<file path="src/rtl/erpc_defs.vh">
`ifndef ERPC_DEFS_VH
`define ERPC_DEFS_VH
`define ERPC_ADDR_EXT_LSB_A 8'h76
`define ERPC_ADDR_EXT_LSB_B 8'h77
`define ERPC_ADDR_CFG_C 8'h78
`define ERPC_ADDR_OVERTEMP_LINE_TMR 8'h79
`define ERPC_ADDR_OVERTEMP_LINE_LIM 8'h7A
`define ERPC_ADDR_CFG_E 8'h7C
`define ERPC_ADDR_CFG_D 8'h7D
`define ERPC_ADDR_CFG_A 8'h40
`define ERPC_ADDR_MSB_V12 8'h24
`define ERPC_ADDR_MSB_R1 8'h25
`define ERPC_ADDR_MSB_LT 8'h26
`define ERPC_ADDR_MSB_R2 8'h27
`define ERPC_RST_CFG_C 8'h00
`define ERPC_RST_CFG_D 8'h00
`define ERPC_RST_CFG_E 8'h00
`define ERPC_RST_LIM 8'h00
`define ERPC_CFG_ALERT 0
`define ERPC_CFG_OVT 1
`define ERPC_CFG_FAILSAFE_FULL_FAN 2
`define ERPC_CFG_FAST 3
`define ERPC_LOCK_BIT 1
`define ERPC_LOCK_MASK 8'h0F
`define ERPC_E_BIDIR_LO 5
`define ERPC_E_BIDIR_HI 7
`define ERPC_P14_TACH 2'h0
`define ERPC_P14_SEL 2'h1
`define ERPC_P14_ALERT 2'h2
`define ERPC_P14_BAD 2'h3
`define ERPC_CLK_HZ 50000000
`define ERPC_TICK_US 22760
`define ERPC_SLOW_MS 1000
`define ERPC_FAST_MS 250
`endif

</file>
<file path="src/rtl/erpc_top.v">
`include "erpc_defs.vh"
`default_nettype none
module erpc_top #(
  parameter SLOW_CYC = `ERPC_CLK_HZ / 1000 * `ERPC_SLOW_MS,
  parameter FAST_CYC = `ERPC_CLK_HZ / 1000 * `ERPC_FAST_MS,
  parameter TICK_CYC = `ERPC_CLK_HZ / 1000000 * `ERPC_TICK_US
) (
  input wire CLK, // 50 MHz clock
  input wire RSTN, // sync reset, low
  input wire [7:0] REG_ADDR, // register address
  input wire REG_WR, // write strobe
  input wire [7:0] REG_WDATA, // write data
  input wire REG_RD, // read strobe
  output reg [7:0] REG_RDATA, // read data, next cycle
  input wire [9:0] TWELVE_VOLT_INPUT, // 10-bit 12 V result
  input wire [9:0] REMOTE_ONE_TEMP, // 10-bit remote one
  input wire [9:0] LOCAL_TEMP, // 10-bit local temp
  input wire [9:0] REMOTE_TWO_TEMP, // 10-bit remote two
  input wire CONV_DONE, // new results valid pulse
  input wire ALERT_REQ, // out-of-limit alert request
  input wire FAN_DRIVE_TWO_IN, // fan_drive_output_two from generator
  input wire FANS_RUNNING, // fans running
  input wire OVERTEMP_LINE_I, // overtemp pin, async, high active
  input wire OVERTEMP_REQ, // request to drive overtemp out
  output reg SHARED_PIN_O, // pin 10 level
  output reg SHARED_IS_ALERT, // pin 10 in alert mode
  output reg OVERTEMP_LINE_O, // overtemp pin drive level
  output reg OVERTEMP_LINE_OE, // overtemp pin enable
  output reg PIN22_IS_OVERTEMP, // pin 22 overtemp, else 2.5 V
  output reg [1:0] PIN14_FUNC, // 0 fan_speed_input_four 1 overtemp 2 alert 3 none
  output reg FAILSAFE_FULL_FAN, // force full duty
  output reg TACH_SAMPLE // tach measurement pulse
);

  reg [9:0] v12_q;
  reg [9:0] r1_q;
  reg [9:0] lt_q;
  reg [9:0] r2_q;
  reg [3:0] frz_q; // per-channel freeze, high byte pending
  reg frz_lsb_q;
  reg [7:0] cfg_a_q;
  reg [7:0] cfg_c_q;
  reg [7:0] cfg_d_q;
  reg [7:0] cfg_e_q;
  reg [7:0] lim_q;
  reg [7:0] tmr_q;
  reg ot_s1_q;
  reg ot_s2_q;
  reg ot_d_q;
  reg [31:0] tick_cnt_q;
  reg [31:0] tach_cnt_q;
  reg [7:0] rd_d;
  reg [1:0] p14_d;
  reg pin22_d;
  wire ovt_en;
  wire [1:0] p14;
  wire bidir;
  wire ot_lvl;
  wire ot_rise;
  wire [31:0] tach_lim;
  wire rd_lsb;
  wire rd_v12;
  wire rd_r1;
  wire rd_lt;
  wire rd_r2;
  wire rd_tmr;
  wire [7:0] lsb_b;
  wire [7:0] cfg_c_wr;
  wire load_ok;

  assign ovt_en = cfg_c_q[`ERPC_CFG_OVT];
  assign p14 = cfg_d_q[1:0];
  assign bidir = &cfg_e_q[`ERPC_E_BIDIR_HI:`ERPC_E_BIDIR_LO];
  assign ot_lvl = ot_s2_q & ovt_en;
  assign ot_rise = ot_lvl & ~ot_d_q;
  assign tach_lim = cfg_c_q[`ERPC_CFG_FAST] ? FAST_CYC : SLOW_CYC;
  assign rd_lsb = REG_RD && (REG_ADDR == `ERPC_ADDR_EXT_LSB_B);
  assign rd_v12 = REG_RD && (REG_ADDR == `ERPC_ADDR_MSB_V12);
  assign rd_r1 = REG_RD && (REG_ADDR == `ERPC_ADDR_MSB_R1);
  assign rd_lt = REG_RD && (REG_ADDR == `ERPC_ADDR_MSB_LT);
  assign rd_r2 = REG_RD && (REG_ADDR == `ERPC_ADDR_MSB_R2);
  assign rd_tmr = REG_RD && (REG_ADDR == `ERPC_ADDR_OVERTEMP_LINE_TMR);
  // low bits of all four channels: 12 V, remote one, local, remote two
  assign lsb_b = {r2_q[1:0], lt_q[1:0], r1_q[1:0], v12_q[1:0]};
  assign cfg_c_wr = cfg_a_q[`ERPC_LOCK_BIT] ?
    ((cfg_c_q & `ERPC_LOCK_MASK) | (REG_WDATA & ~`ERPC_LOCK_MASK)) : REG_WDATA;
  // new results only while no coherent read is pending
  assign load_ok = CONV_DONE & ~frz_lsb_q;

  // pin 14 and pin 22 decode
  always @* begin
    p14_d = `ERPC_P14_TACH;
    pin22_d = 1'b0;
    case (p14)
      `ERPC_P14_TACH: begin
        p14_d = `ERPC_P14_TACH;
        pin22_d = ovt_en;
      end
      `ERPC_P14_SEL: begin
        p14_d = ovt_en ? `ERPC_P14_SEL : `ERPC_P14_TACH;
        // overtemp moves to pin 14, so pin 22 stays on 2.5 V
        pin22_d = 1'b0;
      end
      `ERPC_P14_ALERT: begin
        p14_d = `ERPC_P14_ALERT;
        pin22_d = ovt_en;
      end
      default: begin
        p14_d = `ERPC_P14_BAD;
        pin22_d = ovt_en;
      end
    endcase
  end

  always @* begin
    rd_d = 8'h00;
    case (REG_ADDR)
      // low bits readout
      `ERPC_ADDR_EXT_LSB_B: rd_d = lsb_b;
      `ERPC_ADDR_MSB_V12: rd_d = v12_q[9:2];
      `ERPC_ADDR_MSB_R1: rd_d = r1_q[9:2];
      `ERPC_ADDR_MSB_LT: rd_d = lt_q[9:2];
      `ERPC_ADDR_MSB_R2: rd_d = r2_q[9:2];
      `ERPC_ADDR_CFG_A: rd_d = cfg_a_q;
      `ERPC_ADDR_CFG_C: rd_d = cfg_c_q;
      `ERPC_ADDR_CFG_D: rd_d = cfg_d_q;
      `ERPC_ADDR_CFG_E: rd_d = cfg_e_q;
      `ERPC_ADDR_OVERTEMP_LINE_TMR: rd_d = tmr_q;
      `ERPC_ADDR_OVERTEMP_LINE_LIM: rd_d = lim_q;
      default: rd_d = 8'h00;
    endcase
  end

  always @(posedge CLK) begin
    if (!RSTN) begin
      REG_RDATA <= 8'h00;
    end else begin
      REG_RDATA <= REG_RD ? rd_d : 8'h00;
    end
  end

  always @(posedge CLK) begin
    if (!RSTN) begin
      v12_q <= 10'h000;
      r1_q <= 10'h000;
      lt_q <= 10'h000;
      r2_q <= 10'h000;
    end else if (load_ok) begin
      if (!frz_q[0]) begin
        v12_q <= TWELVE_VOLT_INPUT;
      end
      if (!frz_q[1]) begin
        r1_q <= REMOTE_ONE_TEMP;
      end
      if (!frz_q[2]) begin
        lt_q <= LOCAL_TEMP;
      end
      if (!frz_q[3]) begin
        r2_q <= REMOTE_TWO_TEMP;
      end
    end
  end

  always @(posedge CLK) begin
    if (!RSTN) begin
      frz_q <= 4'h0;
      frz_lsb_q <= 1'b0;
    end else if (rd_lsb) begin
      frz_q <= 4'hF;
      frz_lsb_q <= 1'b1;
    end else begin
      if (rd_v12) begin
        frz_q[0] <= 1'b0;
      end
      if (rd_r1) begin
        frz_q[1] <= 1'b0;
      end
      if (rd_lt) begin
        frz_q[2] <= 1'b0;
      end
      if (rd_r2) begin
        frz_q[3] <= 1'b0;
      end
      // lsb register itself is read, so it thaws once highs are read
      if (frz_q == 4'h0) begin
        frz_lsb_q <= 1'b0;
      end
    end
  end

  always @(posedge CLK) begin
    if (!RSTN) begin
      cfg_a_q <= 8'h00;
      cfg_c_q <= `ERPC_RST_CFG_C;
      cfg_d_q <= `ERPC_RST_CFG_D;
      cfg_e_q <= `ERPC_RST_CFG_E;
      lim_q <= `ERPC_RST_LIM;
    end else if (REG_WR) begin
      case (REG_ADDR)
        `ERPC_ADDR_CFG_A: cfg_a_q <= REG_WDATA;
        `ERPC_ADDR_CFG_C: cfg_c_q <= cfg_c_wr;
        `ERPC_ADDR_CFG_D: cfg_d_q <= REG_WDATA;
        `ERPC_ADDR_CFG_E: cfg_e_q <= REG_WDATA;
        `ERPC_ADDR_OVERTEMP_LINE_LIM: lim_q <= REG_WDATA;
        default: ;
      endcase
    end
  end

  // pin is asynchronous, two flops before any logic reads it
  always @(posedge CLK) begin
    if (!RSTN) begin
      ot_s1_q <= 1'b0;
      ot_s2_q <= 1'b0;
      ot_d_q <= 1'b0;
    end else begin
      ot_s1_q <= OVERTEMP_LINE_I;
      ot_s2_q <= ot_s1_q;
      ot_d_q <= ot_lvl;
    end
  end

  // assertion timer, set wins over read clear
  always @(posedge CLK) begin
    if (!RSTN) begin
      tick_cnt_q <= 32'h0;
      tmr_q <= 8'h00;
    end else if (ot_rise) begin
      tick_cnt_q <= 32'h0;
      tmr_q <= 8'h01;
    end else if (ot_lvl) begin
      if (tick_cnt_q >= TICK_CYC - 1) begin
        tick_cnt_q <= 32'h0;
        if (tmr_q != 8'hFF) begin
          tmr_q <= tmr_q + 8'h01;
        end
      end else begin
        tick_cnt_q <= tick_cnt_q + 32'h1;
      end
    end else if (rd_tmr) begin
      tmr_q <= 8'h00;
    end
  end

  always @(posedge CLK) begin
    if (!RSTN) begin
      SHARED_PIN_O <= 1'b0;
      SHARED_IS_ALERT <= 1'b0;
      OVERTEMP_LINE_O <= 1'b0;
      OVERTEMP_LINE_OE <= 1'b0;
      PIN22_IS_OVERTEMP <= 1'b0;
      PIN14_FUNC <= 2'h0;
      FAILSAFE_FULL_FAN <= 1'b0;
    end else begin
      SHARED_IS_ALERT <= cfg_c_q[`ERPC_CFG_ALERT];
      SHARED_PIN_O <= cfg_c_q[`ERPC_CFG_ALERT] ? ALERT_REQ : FAN_DRIVE_TWO_IN;
      PIN22_IS_OVERTEMP <= pin22_d;
      PIN14_FUNC <= p14_d;
      FAILSAFE_FULL_FAN <= ot_lvl & FANS_RUNNING & cfg_c_q[`ERPC_CFG_FAILSAFE_FULL_FAN];
      // bidirectional only when enabled, open drain low
      OVERTEMP_LINE_O <= 1'b0;
      OVERTEMP_LINE_OE <= ovt_en & bidir & OVERTEMP_REQ;
    end
  end

  always @(posedge CLK) begin
    if (!RSTN) begin
      tach_cnt_q <= 32'h0;
      TACH_SAMPLE <= 1'b0;
    end else if (tach_cnt_q >= tach_lim - 1) begin
      tach_cnt_q <= 32'h0;
      TACH_SAMPLE <= 1'b1;
    end else begin
      tach_cnt_q <= tach_cnt_q + 32'h1;
      TACH_SAMPLE <= 1'b0;
    end
  end
endmodule
`default_nettype wire

</file>
<file path="config.mk">
export PLATFORM = sky130hd
export DESIGN_NAME = erpc_top
export DESIGN_NICKNAME = d
export VERILOG_FILES = /design/src/rtl/erpc_top.v
export VERILOG_INCLUDE_DIRS = /design/src /design/src/rtl
export SDC_FILE = /design/constraint.sdc
export NUM_CORES = 1
export LEC_CHECK = 0
export ABC_AREA = 1
export ABC_CLOCK_PERIOD_IN_PS = 4400
export BUFFER_PORTS_ARGS = -buffer_cell sky130_fd_sc_hd__buf_4
export CAP_MARGIN = 20
export CORE_ASPECT_RATIO = 1.2
export CORE_MARGIN = 2
export CORE_UTILIZATION = 50
export CTS_BUF_LIST = sky130_fd_sc_hd__clkbuf_2 sky130_fd_sc_hd__clkbuf_4 sky130_fd_sc_hd__clkbuf_8
export DETAILED_ROUTE_END_ITERATION = 10
export PLACE_DENSITY = 0.7
export SETUP_SLACK_MARGIN = 0.2
export SLEW_MARGIN = 20
export SYNTH_ARGS = -nofsm -noshare
export SYNTH_HDL_FRONTEND = slang
export SYNTH_SLANG_ARGS = --single-unit
</file>
<file path="constraint.sdc">
create_clock -name CLK -period 4.4 [get_ports CLK]
set_clock_uncertainty 0.1 [all_clocks]
set_input_delay 0.66 -clock CLK [delete_from_list [all_inputs] [get_ports CLK]]
set_output_delay 0.66 -clock CLK [all_outputs]
set_load 0.05 [all_outputs]
</file>
# Word level (Yosys, flattened, before mapping)
# Index checks and enable logic that the tools add are counted.
op_classes:
  n_bitwise: 15
  n_eq_ne: 18
  magnitude_cmp: 2
  addsub: 4
  reduce_logical: 31
  muxes: 20
op_table:
  columns: ["op", "count"]
  rows:
  - ["$pmux 8 s11", 1]
  - ["$add 32x1->32 const B", 2]
  - ["$eq 8x7->1 const B", 7]
  - ["$mux 8", 5]
  - ["$eq 8x6->1 const B", 4]
  - ["$ge 32x21->1 const B", 1]
  - ["$ge 32x32->1", 1]
  - ["$mux 32", 1]
  - ["$sub 26x1->27 const B", 1]
  - ["$mux 26", 1]
  - ["$reduce_and 2->1", 10]
  - ["$reduce_bool 2->1", 6]
  - ["$mux 1", 10]
  - ["$reduce_and 3->1", 3]
  - ["$add 8x1->8 const B", 1]
  - ["$ne 8x8->1 const B", 1]
  - ["$or 4x8->8", 1]
  - ["$and 1x1->1", 7]
  - ["$not 1->1", 7]
  - ["$logic_and 1x1->1", 6]
  - ["$ne 3x1->1 const B", 2]
  - ["$pmux 2 s3", 1]
  - ["$reduce_or 2->1", 3]
  - ["$logic_not 4->1", 1]
  - ["6 further kinds", 7]
totals:
  reg_bits: 176
  elab_cells: 119
  out_inout_bits: 17
  in_bits: 66

# Longest topological paths before layout
# Gate-level depths: netlist of the first run.
depth:
  word_depth: 5
  mapped_depth: 12

# Worst setup path after synthesis of the first run
# Ideal clock, no wire load.
synth_path:
  path_kind: "in2reg"
  from: "input REG_ADDR[7]"
  to: "register cfg_d_q[0]"
  arrival_time_ps: 1824
  required_ps: 4181
  n_path_buf: 1
  path_stages: 9
  slack_ps: 2357
  cell_sequence: "inv_1 -> nand2_1 -> nor3_4 -> nand2_1 -> inv_1 -> nand2_1 -> buf_2 -> o21ai_0 -> a21oi_1"
synth_via:
  elab_chain_len: 2
synth_lines:
  columns: ["item", "line_no", "text"]
  rows:
  - ["start: declaration", "erpc_top.v:10", "input wire [7:0] REG_ADDR,"]
  - ["$eq 8x7->1", "erpc_top.v:199", "case (REG_ADDR)"]
  - ["$reduce_and 2->1 (no source line)", null, null]
  - ["end signal: assignment", "erpc_top.v:195", "cfg_d_q <= `ERPC_RST_CFG_D;"]
  - ["end: declaration", "erpc_top.v:43", "reg [7:0] cfg_d_q;"]
# Every way passes these cells.
# A chain may end at the register's enable or synchronous reset.

# Worst setup path after layout of the first run
layout_path:
  from: "register cfg_c_q[1]"
  to: "register tick_cnt_q[15]"
layout_via:
  elab_chain_len: 3
layout_lines:
  columns: ["item", "line_no", "text"]
  rows:
  - ["start: declaration", "erpc_top.v:42", "reg [7:0] cfg_c_q;"]
  - ["start signal: assignment", "erpc_top.v:194", "cfg_c_q <= `ERPC_RST_CFG_C;"]
  - ["start signal: assignment", "erpc_top.v:201", "`ERPC_ADDR_CFG_C: cfg_c_q <= cfg_c_wr;"]
  - ["$and 1x1->1 *", "erpc_top.v:74", "assign ot_lvl = ot_s2_q & ovt_en;"]
  - ["$and 1x1->1", "erpc_top.v:75", "assign ot_rise = ot_lvl & ~ot_d_q;"]
  - ["$reduce_or 2->1 (no source line)", null, null]
  - ["end signal: assignment", "erpc_top.v:238", "tick_cnt_q <= tick_cnt_q + 32'h1;"]
  - ["end: declaration", "erpc_top.v:50", "reg [31:0] tick_cnt_q;"]
# Every way passes the cells marked *; elsewhere a longest branch is shown, timed or not.

==> summary.md, run 1 <==
| Metric | Value |
|---|---|
| CTS Buf Count | `17` |
| Critical Path Source | `cfg_c_q[1]` |
| WS Path Type | `reg -> reg` |
| Final Max Slew Viols | `0` |
| Worst Tran Pin Value | `between 1 and 1.5 ns` |
| Cts repair resizes | `0` |
| # hold bufs at CTS | `0` |
| Syn_area_per_cell | `a little over 7 um2` |
| Area grow syn2layout | `15.2%` |
| Capture point of the worst path | `tick_cnt_q[15]` |
| Setup bufs post-CTS | `0` |
| Status | `finished clean` |
| Hold Path Stages | `3` |
| XOR/XNOR Fraction of Synth Area | `2.47%` |
| Critical-path top delay cell | `a21oi_1` |
| First-pass GRT wire length | `~30000 um` |
| H-Tree Depth | `4` |
| Vias after detailed routing | `between 7000 and 8000` |
| Final net count | `1235` |
| Most common cell after layout, fill and taps aside | `dfxtp_1` |
| DP Area | `around 8600 um2` |
| Wire per inst | `~13 um` |
| DRT Wirelength | `around 18000 um` |
| CTS tree | `built` |
| R2r setup slk | `1.60 ns` |
| Rel. slew slack | `around 28%` |
| Core area | `about 15000 um2` |
| Max VDD drop | `0.187 mV` |
| Largest family of logic cells by synthesized area | `simple AND/OR/NAND/NOR gates` |
| Worst r2r src | `cfg_c_q[1]` |
| GPL Wtd Cong | `between 0.8 and 0.9` |
| Clock slew seen by the registers of the worst setup and hold paths | `around 0.090 ns` |
| CP bufs+invs | `1` |
| Netlist Area Pre-Place | `7790 um2` |
| Final worst path period share | `a little under two thirds` |
| Overall power | `2.98 mW` |
| Global Route Usage Sum | `a little over a fifth` |
| Vias per cell | `~5.1` |
| Final hold vios | `0` |
| # diodes | `0` |
| Synth Flop Type | `dfxtp_1` |
| IO buf count | `81` |
| IO Pins | `83` |
| Mux cell area share after synthesis | `0%` |
| Seq/Total Area, Yosys | `45.2%` |
| Yosys cell types | `37` |
| Final min period | `2.80 ns` |
| Reg-to-reg endpoint | `tick_cnt_q[15]` |
| Die Y | `141 um` |
| Clock buffer depth | `2` |
| Adder-Cell Fraction of Synth Area | `1.77%` |
| Crit path max-delay family | `simple AND/OR/NAND/NOR gates` |
| DP HPWL | `13100 um` |
| Vias in the first global route | `6441` |
| Initial Util | `50.4%` |
| Synth Area in Compound Gates | `16.4%` |
| Cell Pwr Density | `331 nW/um2` |
| Worst path cell trace | `nand2_2 -> inv_1 -> a21oi_1 -> nand2_1 -> nor3b_1` |
| Num rows | `50` |
| Fmax achieved | `about 360 MHz` |
| Residual DRC | `0` |
| Leakage | `between 3 and 4 nW` |
| Worst EP required | `4.67 ns` |
| CP peak stage delay | `roughly 0.61 ns` |
| Worst Reg-to-Reg Cells | `5` |
| Remaining antenna violation count after routing | `0` |
| Class of the worst hold path | `in -> reg` |
| Largest net degree at the start of global routing | `86` |
| Startpoint types | `register` |
| Final instance area | `roughly 9000 um2` |
| RSZ-0062 raised after global routing | `false` |
| Gate Count Post-Synth | `~1100` |
| # setup viols final | `0` |
| Async SR Flop Fraction | `0%` |
| Maxcap violations | `0` |
| Layout cells sized above 1 | `10.8%` |
| Synth Register Bits | `between 150 and 200` |
| WP depth | `5` |
| Critical-path maximum fanout | `24` |
| Skew-Pair Late Insertion Delay | `0.46 ns` |
| Setup crit end kind | `register` |
| Initial antenna violation count | `0` |
| 1st-iter DRT viols | `between 400 and 500` |
| Total Neg Setup Slack | `0 ns` |
| CTS root buffer | `clkbuf_8` |
| Post-synthesis simple-gate area fraction | `24.6%` |
| Total congestion overflow | `0` |
| Crit path DAT | `between 3 and 4 ns` |
| Yosys Warn Count | `0` |
| Clk sink count | `176` |
| Most frequent cells in the layout | `dfxtp_1, inv_1, nand2_1` |
| First drt pass iteration count | `5` |
| Die X | `~120 um` |
| Die area | `roughly 17000 um2` |
| Number of flops mapped to enable cells by yosys | `0` |
==> power breakdown <==
group | leakage, nW | switching [mW] | internal (mW)
Combinational | 1.97 | 0.0936 | 0.0640
Sequential | 1.43 | 0.00929 | 1.62
Clock | 0.215 | 0.584 | 0.602
Total | 3.61 | 0.687 | 2.29
==> cells by family (layout without fill, tap and decap cells) <==
family                   after synthesis  in the layout
AND/OR/NAND/NOR                      442            442
AO/OA/AOI/OAI                        238            238
buffers and inverters                194            275
flip-flops                           176            176
XOR/XNOR                              22             22
adder cells (fa/ha/maj)               11             11
other                                  1              6
==> worst reg2reg max path, stage by stage (launching register included) <==
cell and delay (ns):
dfxtp_1 0.34, nand2_2 0.38, inv_1 0.36, a21oi_1 0.61
nand2_1 0.59, nor3b_1 0.34
==> per-layer routing <==
metal | up-vias | wire length (um) | GRT usage [%]
li1 | 3672 | - | -
met1 | 3156 | 8390 | 29.2
met2 | 158 | 8290 | 35.6
met3 | 29 | 994 | 4.17
met4 | 0 | 354 | 8.31
met5 | - | 0 | 0
==> sequential cells by signal, summed over array words and instances (netlist names), 10 cells and up <==
signal,flops
r1_q,10
r2_q,10
v12_q,10
lt_q,10
tach_cnt_q,32
tick_cnt_q,32
==> cell usage after synthesis (2+ instances only) <==
master	instances	share of area (%)
nand3_2	2	0.26
xor2_1	14	1.6
nand3_1	39	2.5
nor3b_1	4	0.39
o22ai_1	23	1.8
buf_2	5	0.32
o221ai_1	7	0.79
nor2b_1	2	0.16
a21oi_1	100	6.4
nand4_1	24	1.9
xnor2_1	8	0.90
or2_2	4	0.32
nand2_1	160	7.7
nor2_1	156	7.5
inv_1	161	7.8
nor3_1	36	2.3
clkbuf_1	25	1.2
o41ai_1	2	0.22
a31oi_1	3	0.24
nand2_2	4	0.32
dfxtp_1	176	45
ha_1	11	1.8
nand3b_1	4	0.39
nor4_1	3	0.24
a211oi_1	2	0.19
o21ai_0	98	6.3
==> through the flow <==
step	hold WS [ns]	instances	utilization [%]	worst slack [ns]
after global placement	0.295	1347	55.4	1.62
after CTS	0.251	1378	58.1	1.57
after floorplan	0.290	1089	-	2.36
final	0.272	1378	58.1	1.60
after detailed placement	0.304	1347	55.4	1.57
after global routing	0.262	1378	58.1	1.26
==> how the worst min path moves through the flow <==
stage                          from       to  slack (ns)
floorplan                   ot_s1_q  ot_s2_q        0.29
global placement            ot_s1_q  ot_s2_q        0.29
detailed placement          ot_s1_q  ot_s2_q        0.30
CTS                 OVERTEMP_LINE_I  ot_s1_q        0.25
global route        OVERTEMP_LINE_I  ot_s1_q        0.26
finish              OVERTEMP_LINE_I  ot_s1_q        0.27
==> layout make-up <==
type                       count  area (um2)
clock buffer                  20         269
inverter                     162         608
clock inverter                11         154
fill                        1535        6470
tap                          208         260
timing repair buffer          82         616
sequential                   176        3520
multi-input combinational    719        3550
Note: power is estimated with default switching activity, not from simulation.
==> run 2: changes to the inputs <==
Settings changed: ABC_AREA 1 to 0, ABC_CLOCK_PERIOD_IN_PS 4400 to 2900, PLACE_DENSITY 0.7 to 0.69.
Clock period 4.4 ns to 2.9 ns, I/O delays scaled along.
==> run 2 against run 1 <==
- sequential power increased by 52%
- final cell count is 11% lower
- via count decreased by 1.9%
- hold slack got worse by 0.20 ns
- register-to-register slack got worse by 0.98 ns
- sequential cell count stayed put
- sequential share of layout area is 1.7 points lower
- area after synthesis up 5.2%
- final area increased by 4.6%
- critical path type unchanged
- critical endpoint is now tick_cnt_q[16]
==> summary.md, run 2 <==
| Metric | Value |
|---|---|
| Reg-to-reg endpoint | `tick_cnt_q[16] (was tick_cnt_q[15])` |
| Critical-path top delay cell | `nand4_1 (was a21oi_1)` |
| Worst path cell trace | `nor4_1 -> nand4_1 -> inv_1 -> a32oi_2 -> buf_4 -> nor2_1 (was nand2_2 -> inv_1 -> a21oi_1 -> nand2_1 -> nor3b_1)` |
| Final hold vios | `0 (unchanged)` |
| Yosys Warn Count | `0 (unchanged)` |
| R2r setup slk | `0.62 ns (was 1.60 ns)` |
| CP peak stage delay | `0.50 ns (was 0.61 ns)` |
| Top-count cell post-synth | `dfxtp_1 (unchanged)` |
| Cts repair resizes | `0 (unchanged)` |
| RSZ-0062 raised after global routing | `false (unchanged)` |
| Area grow syn2layout | `14.5% (was 15.2%)` |
| Die Y | `144 um (was 141 um)` |
| Initial Util | `50.8% (was 50.4%)` |
| First drt pass iteration count | `7 (was 5)` |
| Top Registers | `tach_cnt_q x32, tick_cnt_q x32 (unchanged)` |
| Clk sink count | `176 (unchanged)` |
| Wire per inst | `16.7 um (was 13.1 um)` |
| Synth Flop Type | `dfxtp_1 (unchanged)` |
| CTS Buf Count | `17 (unchanged)` |
| Die area | `17500 um2 (was 16600 um2)` |
| Yosys cell types | `75 (was 37)` |
| # hold bufs at CTS | `0 (unchanged)` |
| Core area | `16100 um2 (was 15500 um2)` |
| Capture point of the worst path | `tick_cnt_q[16] (was tick_cnt_q[15])` |
| CTS root buffer | `clkbuf_8 (unchanged)` |
| CTS tree | `built (unchanged)` |
| Gate Count Post-Synth | `931 (was 1084)` |
| Fmax achieved | `438 MHz (was 357 MHz)` |
| First-pass GRT wire length | `33200 um (was 29600 um)` |
| Residual DRC | `0 (unchanged)` |
| Largest net degree at the start of global routing | `56 (was 86)` |
| # setup viols final | `0 (unchanged)` |
| Remaining antenna violation count after routing | `0 (unchanged)` |
| Async SR Flop Fraction | `0% (unchanged)` |
| IO buf count | `81 (unchanged)` |
| Seq/Total Area, Yosys | `43.0% (was 45.2%)` |
| H-Tree Depth | `4 (unchanged)` |
| Synth top area cells | `dfxtp_1, a21boi_0, nand2_1, mux2i_1, o21ai_0 (was dfxtp_1, inv_1, nand2_1, nor2_1, a21oi_1)` |
| WS Path Type | `reg -> reg (unchanged)` |
| Clock slew seen by the registers of the worst setup and hold paths | `0.09 ns (about the same)` |
| Cell Pwr Density | `481 nW/um2 (was 331 nW/um2)` |
| IO Pins | `83 (unchanged)` |
| Class of the worst hold path | `in -> reg (unchanged)` |
| Critical Path Source | `tick_cnt_q[24] (was cfg_c_q[1])` |
| Maxcap violations | `0 (unchanged)` |
| Yosys top cell by area | `dfxtp_1 (unchanged)` |
| Vias after detailed routing | `6880 (was 7015)` |
| Number of flops mapped to enable cells by yosys | `0 (unchanged)` |
| Die X | `121 um (was 118 um)` |
| Final net count | `1076 (was 1235)` |
| Final Max Slew Viols | `0 (unchanged)` |
| Startpoint types | `register (unchanged)` |
| Non-filler instance count after layout | `1224 (was 1378)` |
| Layout cells sized above 1 | `15.0% (was 10.8%)` |
| Vias in the first global route | `6751 (was 6441)` |
| Status | `finished clean (unchanged)` |
| Most common cell after layout, fill and taps aside | `dfxtp_1 (unchanged)` |
| Initial antenna violation count | `0 (unchanged)` |
| Final core utilization | `58.2% (was 58.1%)` |
| Worst Tran Pin Value | `0.768 ns (was 1.08 ns)` |
| Overall power | `4.52 mW (was 2.98 mW)` |
| Worst EP required | `3.19 ns (was 4.67 ns)` |
| Setup crit end kind | `register (unchanged)` |
| Critical-path maximum fanout | `32 (was 24)` |
| Vias per cell | `5.62 (was 5.09)` |
| Netlist Area Pre-Place | `8200 um2 (was 7790 um2)` |
| Clock buffer depth | `2 (unchanged)` |
| Crit path DAT | `2.58 ns (was 3.08 ns)` |
| Commonest cells in the netlist | `dfxtp_1, nand2_1, nor2_1 (was dfxtp_1, inv_1, nand2_1)` |
| Global Route Usage Sum | `24.2% (was 21.9%)` |
| Final worst path period share | `78.7% (was 63.7%)` |
| Skew-Pair Late Insertion Delay | `0.47 ns (was 0.46 ns)` |
| Leakage | `3.47 nW (was 3.61 nW)` |
| Final instance area | `9390 um2 (was 8980 um2)` |
| GPL Wtd Cong | `0.955 (was 0.859)` |
| Most frequent cells in the layout | `dfxtp_1, nand2_1, buf_4 (was dfxtp_1, inv_1, nand2_1)` |
| # diodes | `0 (unchanged)` |
| Synth Register Bits | `176 (unchanged)` |
| Num rows | `51 (was 50)` |
| Syn_area_per_cell | `8.81 um2 (was 7.19 um2)` |
| Max VDD drop | `0.273 mV (was 0.187 mV)` |
| Post-Place Cells | `1192 (was 1347)` |
| Total congestion overflow | `0 (unchanged)` |
| 1st-iter DRT viols | `354 (was 445)` |
| Final min period | `2.28 ns (was 2.80 ns)` |
| Total Neg Setup Slack | `0 ns (unchanged)` |
| Area share of the largest cell type after synthesis | `43.0% (was 45.2%)` |
| Rel. slew slack | `48.4% (was 28.0%)` |
| DRT Wirelength | `20400 um (was 18000 um)` |
| Worst Reg-to-Reg Cells | `6 (was 5)` |
| Worst r2r src | `tick_cnt_q[24] (was cfg_c_q[1])` |
| DP Area | `8970 um2 (was 8560 um2)` |
| Setup bufs post-CTS | `0 (unchanged)` |
| DP HPWL | `15000 um (was 13100 um)` |
-- run 2: cell types whose count changed after synthesis, sizes merged, moves of 31 or more --
cell	delta
o21ai	-31
a21oi	-85
mux2i	+37
nand2	-57
inv	-144
a21boi	+58
nor2	-71
-- run 2: layout make-up --
cell class,instances,area (um2)
clock inverters,12,159
flip-flops and latches,176,3520
clock buffers,20,256
repair buffers,93,698
well taps,212,265
multi-input cells,694,4420
fillers,1526,6750
inverters,17,63.8
-- run 2: how the worst min path moves through the flow --
stage | start | depth (start not counted) | end | slack (ns)
after floorplan | ot_s1_q | 1 | ot_s2_q | 0.31
after global placement | ot_s1_q | 1 | ot_s2_q | 0.32
after detailed placement | ot_s1_q | 1 | ot_s2_q | 0.32
after CTS | OVERTEMP_LINE_I | 2 | ot_s1_q | 0.06
after global routing | OVERTEMP_LINE_I | 2 | ot_s1_q | 0.08
final | OVERTEMP_LINE_I | 2 | ot_s1_q | 0.07
-- run 2: through the flow --
stage / setup WS [ns] / hold slack [ns]
floorplan: 0.866 / 0.312
global placement: 0.537 / 0.320
detailed placement: 0.528 / 0.321
CTS: 0.616 / 0.0592
global route: 0.399 / 0.0816
finish: 0.618 / 0.0748
-- run 2: kinds of logic after synthesis --
kind of cell / share of synthesized area [%]
DFF: 43.0
muxes: 5.89
and+or+nand+nor: 22.6
xor gates and xnor gates: 4.59
buffers and inverters: 3.34
AOI/OAI and AO/OA: 18.9
other: 0.0457
adders and majority gates: 1.68
-- run 2: metal layers --
layer  routed length, um  global-route usage [%]  part of all wire, %
met3                 819                    4.53                  4.0
met5                   0                       0                    0
met2               10100                    42.9                   50
met4                 609                    10.5                  3.0
met1                8810                    28.6                   43
-- run 2: critical path: cells and delay by family, from the launching register on --
| family | cells | cell delay [ns] |
|---|---|---|
| and+or+nand+nor | 3 | 1.08 |
| AOI/OAI and AO/OA | 1 | 0.12 |
| DFF | 1 | 0.35 |
| buffers and inverters | 2 | 0.55 |
-- run 2: where the power goes --
group          switching [mW]  internal, mW
clock network           0.885         0.884
logic                   0.156         0.123
registers              0.0198          2.45
==> run 3: changes to the inputs <==
Settings changed: ABC_AREA 0 to 1, ABC_CLOCK_PERIOD_IN_PS 2900 to 2300, PLACE_DENSITY 0.69 to 0.7.
Clock period 2.9 ns to 2.3 ns, I/O delays scaled along.
==> run 3 against run 2 <==
- clock power grew 19%
- final area shrank 2.9%
- first-iteration DRC count grew 32%
- via count grew 4.0%
- maximum frequency grew 16%
- critical endpoint is now tach_cnt_q[12]
- highest routed layer unchanged
==> summary.md, run 3 (same netlist as run 1, synthesis figures left out) <==
| Metric | Value |
|---|---|
| Leakage | `3.67 nW (was 3.47 nW)` |
| GPL Wtd Cong | `0.924 (was 0.955)` |
| DP HPWL | `13600 um (was 15000 um)` |
| Fmax achieved | `508 MHz (was 438 MHz)` |
| 1st-iter DRT viols | `468 (was 354)` |
| Fill cells | `1505 (was 1526)` |
| Wire per inst | `13.3 um (was 16.7 um)` |
| CTS tree | `built (unchanged)` |
| Num rows | `50 (was 51)` |
| Max VDD drop | `0.438 mV (was 0.273 mV)` |
| Clk pwr share | `38.0% (was 39.1%)` |
| Rel. slew slack | `51.8% (was 48.4%)` |
| Dpl ws | `0.208 ns (was 0.528 ns)` |
| Clk sink count | `176 (unchanged)` |
| Final hold vios | `0 (unchanged)` |
| Status | `finished clean (unchanged)` |
| WS Path Type | `reg -> reg (unchanged)` |
| Setup crit end kind | `register (unchanged)` |
| R2r setup slk | `0.33 ns (was 0.62 ns)` |
| CTS root buffer | `clkbuf_8 (unchanged)` |
| Gate power share | `5.8% (was 6.2%)` |
| Die Y | `141 um (was 144 um)` |
| Clock slew seen by the registers of the worst setup and hold paths | `0.09 ns (about the same)` |
| Crit path DAT | `2.27 ns (was 2.58 ns)` |
| Top Registers | `tach_cnt_q x32, tick_cnt_q x32 (unchanged)` |
| Total Neg Setup Slack | `0 ns (unchanged)` |
| Pint | `4.23 mW (was 3.46 mW)` |
| Most common cell after layout, fill and taps aside | `dfxtp_1 (unchanged)` |
| DP Area | `8680 um2 (was 8970 um2)` |
| Most frequent cells in the layout | `dfxtp_1, inv_1, nand2_1 (was dfxtp_1, nand2_1, buf_4)` |
| # setup viols final | `0 (unchanged)` |
| Remaining antenna violation count after routing | `0 (unchanged)` |
| H-Tree Depth | `4 (unchanged)` |
| Final net count | `1250 (was 1076)` |
| Post-Place Cells | `1360 (was 1192)` |
| CTS Buf Count | `17 (unchanged)` |
| RSZ-0062 raised after global routing | `true (was false)` |
| Skew-Pair Late Insertion Delay | `0.47 ns (about the same)` |
| Vias in the first global route | `6391 (was 6751)` |
| Largest net degree at the start of global routing | `77 (was 56)` |
| Switching power total | `1.34 mW (was 1.06 mW)` |
| Min Hold Slack | `0.0179 ns (was 0.0748 ns)` |
| Overall power | `5.56 mW (was 4.52 mW)` |
| Final instance area | `9110 um2 (was 9390 um2)` |
| First-pass GRT wire length | `30300 um (was 33200 um)` |
| Sequential power share | `56.1% (was 54.7%)` |
| Switch share | `24.0% (was 23.5%)` |
| Vias after detailed routing | `7153 (was 6880)` |
| Final core utilization | `59.0% (was 58.2%)` |
| Critical-path maximum fanout | `24 (was 32)` |
| Initial Util | `50.4% (was 50.8%)` |
| Final worst path period share | `85.6% (was 78.7%)` |
| # diodes | `0 (unchanged)` |
| Final min period | `1.97 ns (was 2.28 ns)` |
| Global Route Usage Sum | `22.6% (was 24.2%)` |
| First drt pass iteration count | `5 (was 7)` |
| Initial antenna violation count | `0 (unchanged)` |
| Layout cells sized above 1 | `12.2% (was 15.0%)` |
| Area grow syn2layout | `17.0% (was 14.5%)` |
| Final Max Slew Viols | `0 (unchanged)` |
| Die X | `118 um (was 121 um)` |
| Core area | `15500 um2 (was 16100 um2)` |
| Class of the worst hold path | `in -> reg (unchanged)` |
| Clock buffer depth | `2 (unchanged)` |
| Maxcap violations | `0 (unchanged)` |
| IO buf count | `81 (unchanged)` |
| Startpoint types | `register (unchanged)` |
| IO Pins | `83 (unchanged)` |
| Worst Tran Pin Value | `0.720 ns (was 0.768 ns)` |
| Total congestion overflow | `0 (unchanged)` |
| Non-filler instance count after layout | `1393 (was 1224)` |
| DRT Wirelength | `18500 um (was 20400 um)` |
| Residual DRC | `0 (unchanged)` |
| Cell Pwr Density | `610 nW/um2 (was 481 nW/um2)` |
| Setup ws final | `0.330 ns (was 0.618 ns)` |
| Worst EP required | `2.60 ns (was 3.19 ns)` |
| Vias per cell | `5.13 (was 5.62)` |
| Die area | `16600 um2 (was 17500 um2)` |
run 3: area by class of cell:
class	instances	area (um2)	area share [%]
Multi-Input combinational cell	719	3580	39.3
Inverter	162	608	6.67
Timing Repair Buffer	97	758	8.32
Clock buffer	18	248	2.72
Clock inverter	13	139	1.52
Tap cell	208	260	2.86
Sequential cell	176	3520	38.7
run 3: power groups by stage:
stage	registers, mW	clock network (mW)	logic (mW)
after global routing	3.13	2.28	0.359
after floorplan	3.20	0	0.157
final	3.12	2.11	0.325
after global placement	3.19	0	0.316
after CTS	3.12	2.16	0.321
after detailed placement	3.19	0	0.317
run 3: what timing repair did:
action / 4_1_cts / 5_1_grt
hold buffers: 2 / 0
setup endpoints to repair: 0 / 31
hold endpoints to repair: 2 / 0
setup buffers: 0 / 0
gates resized for setup: 0 / 7
run 3: final timing paths:
path                    from              to  depth (start not counted)
setup reg to reg  cfg_c_q[3]  tach_cnt_q[12]                          8
hold reg to reg      ot_s1_q         ot_s2_q                          2
hold / removal     ALERT_REQ    SHARED_PIN_O                          3
setup / recovery  cfg_c_q[3]  tach_cnt_q[12]                          8
run 3: routing by layer:
| metal | GRT usage (%) | vias up | wire length [um] |
|---|---|---|---|
| met5 | 0 | - | 0 |
| met4 | 7.55 | 0 | 342 |
| met3 | 5.66 | 27 | 1110 |
| met2 | 35.7 | 195 | 8280 |
| met1 | 30.2 | 3231 | 8820 |
| li1 | - | 3700 | - |
run 3: worst max-delay path: stages (launching register included):
cell and delay (ns):
dfxtp_1 0.32, buf_4 0.16, ha_1 0.31, a21oi_1 0.16, nand3_1 0.10, nor2_1 0.26
nand3_4 0.16, buf_12 0.19, nor3_1 0.13
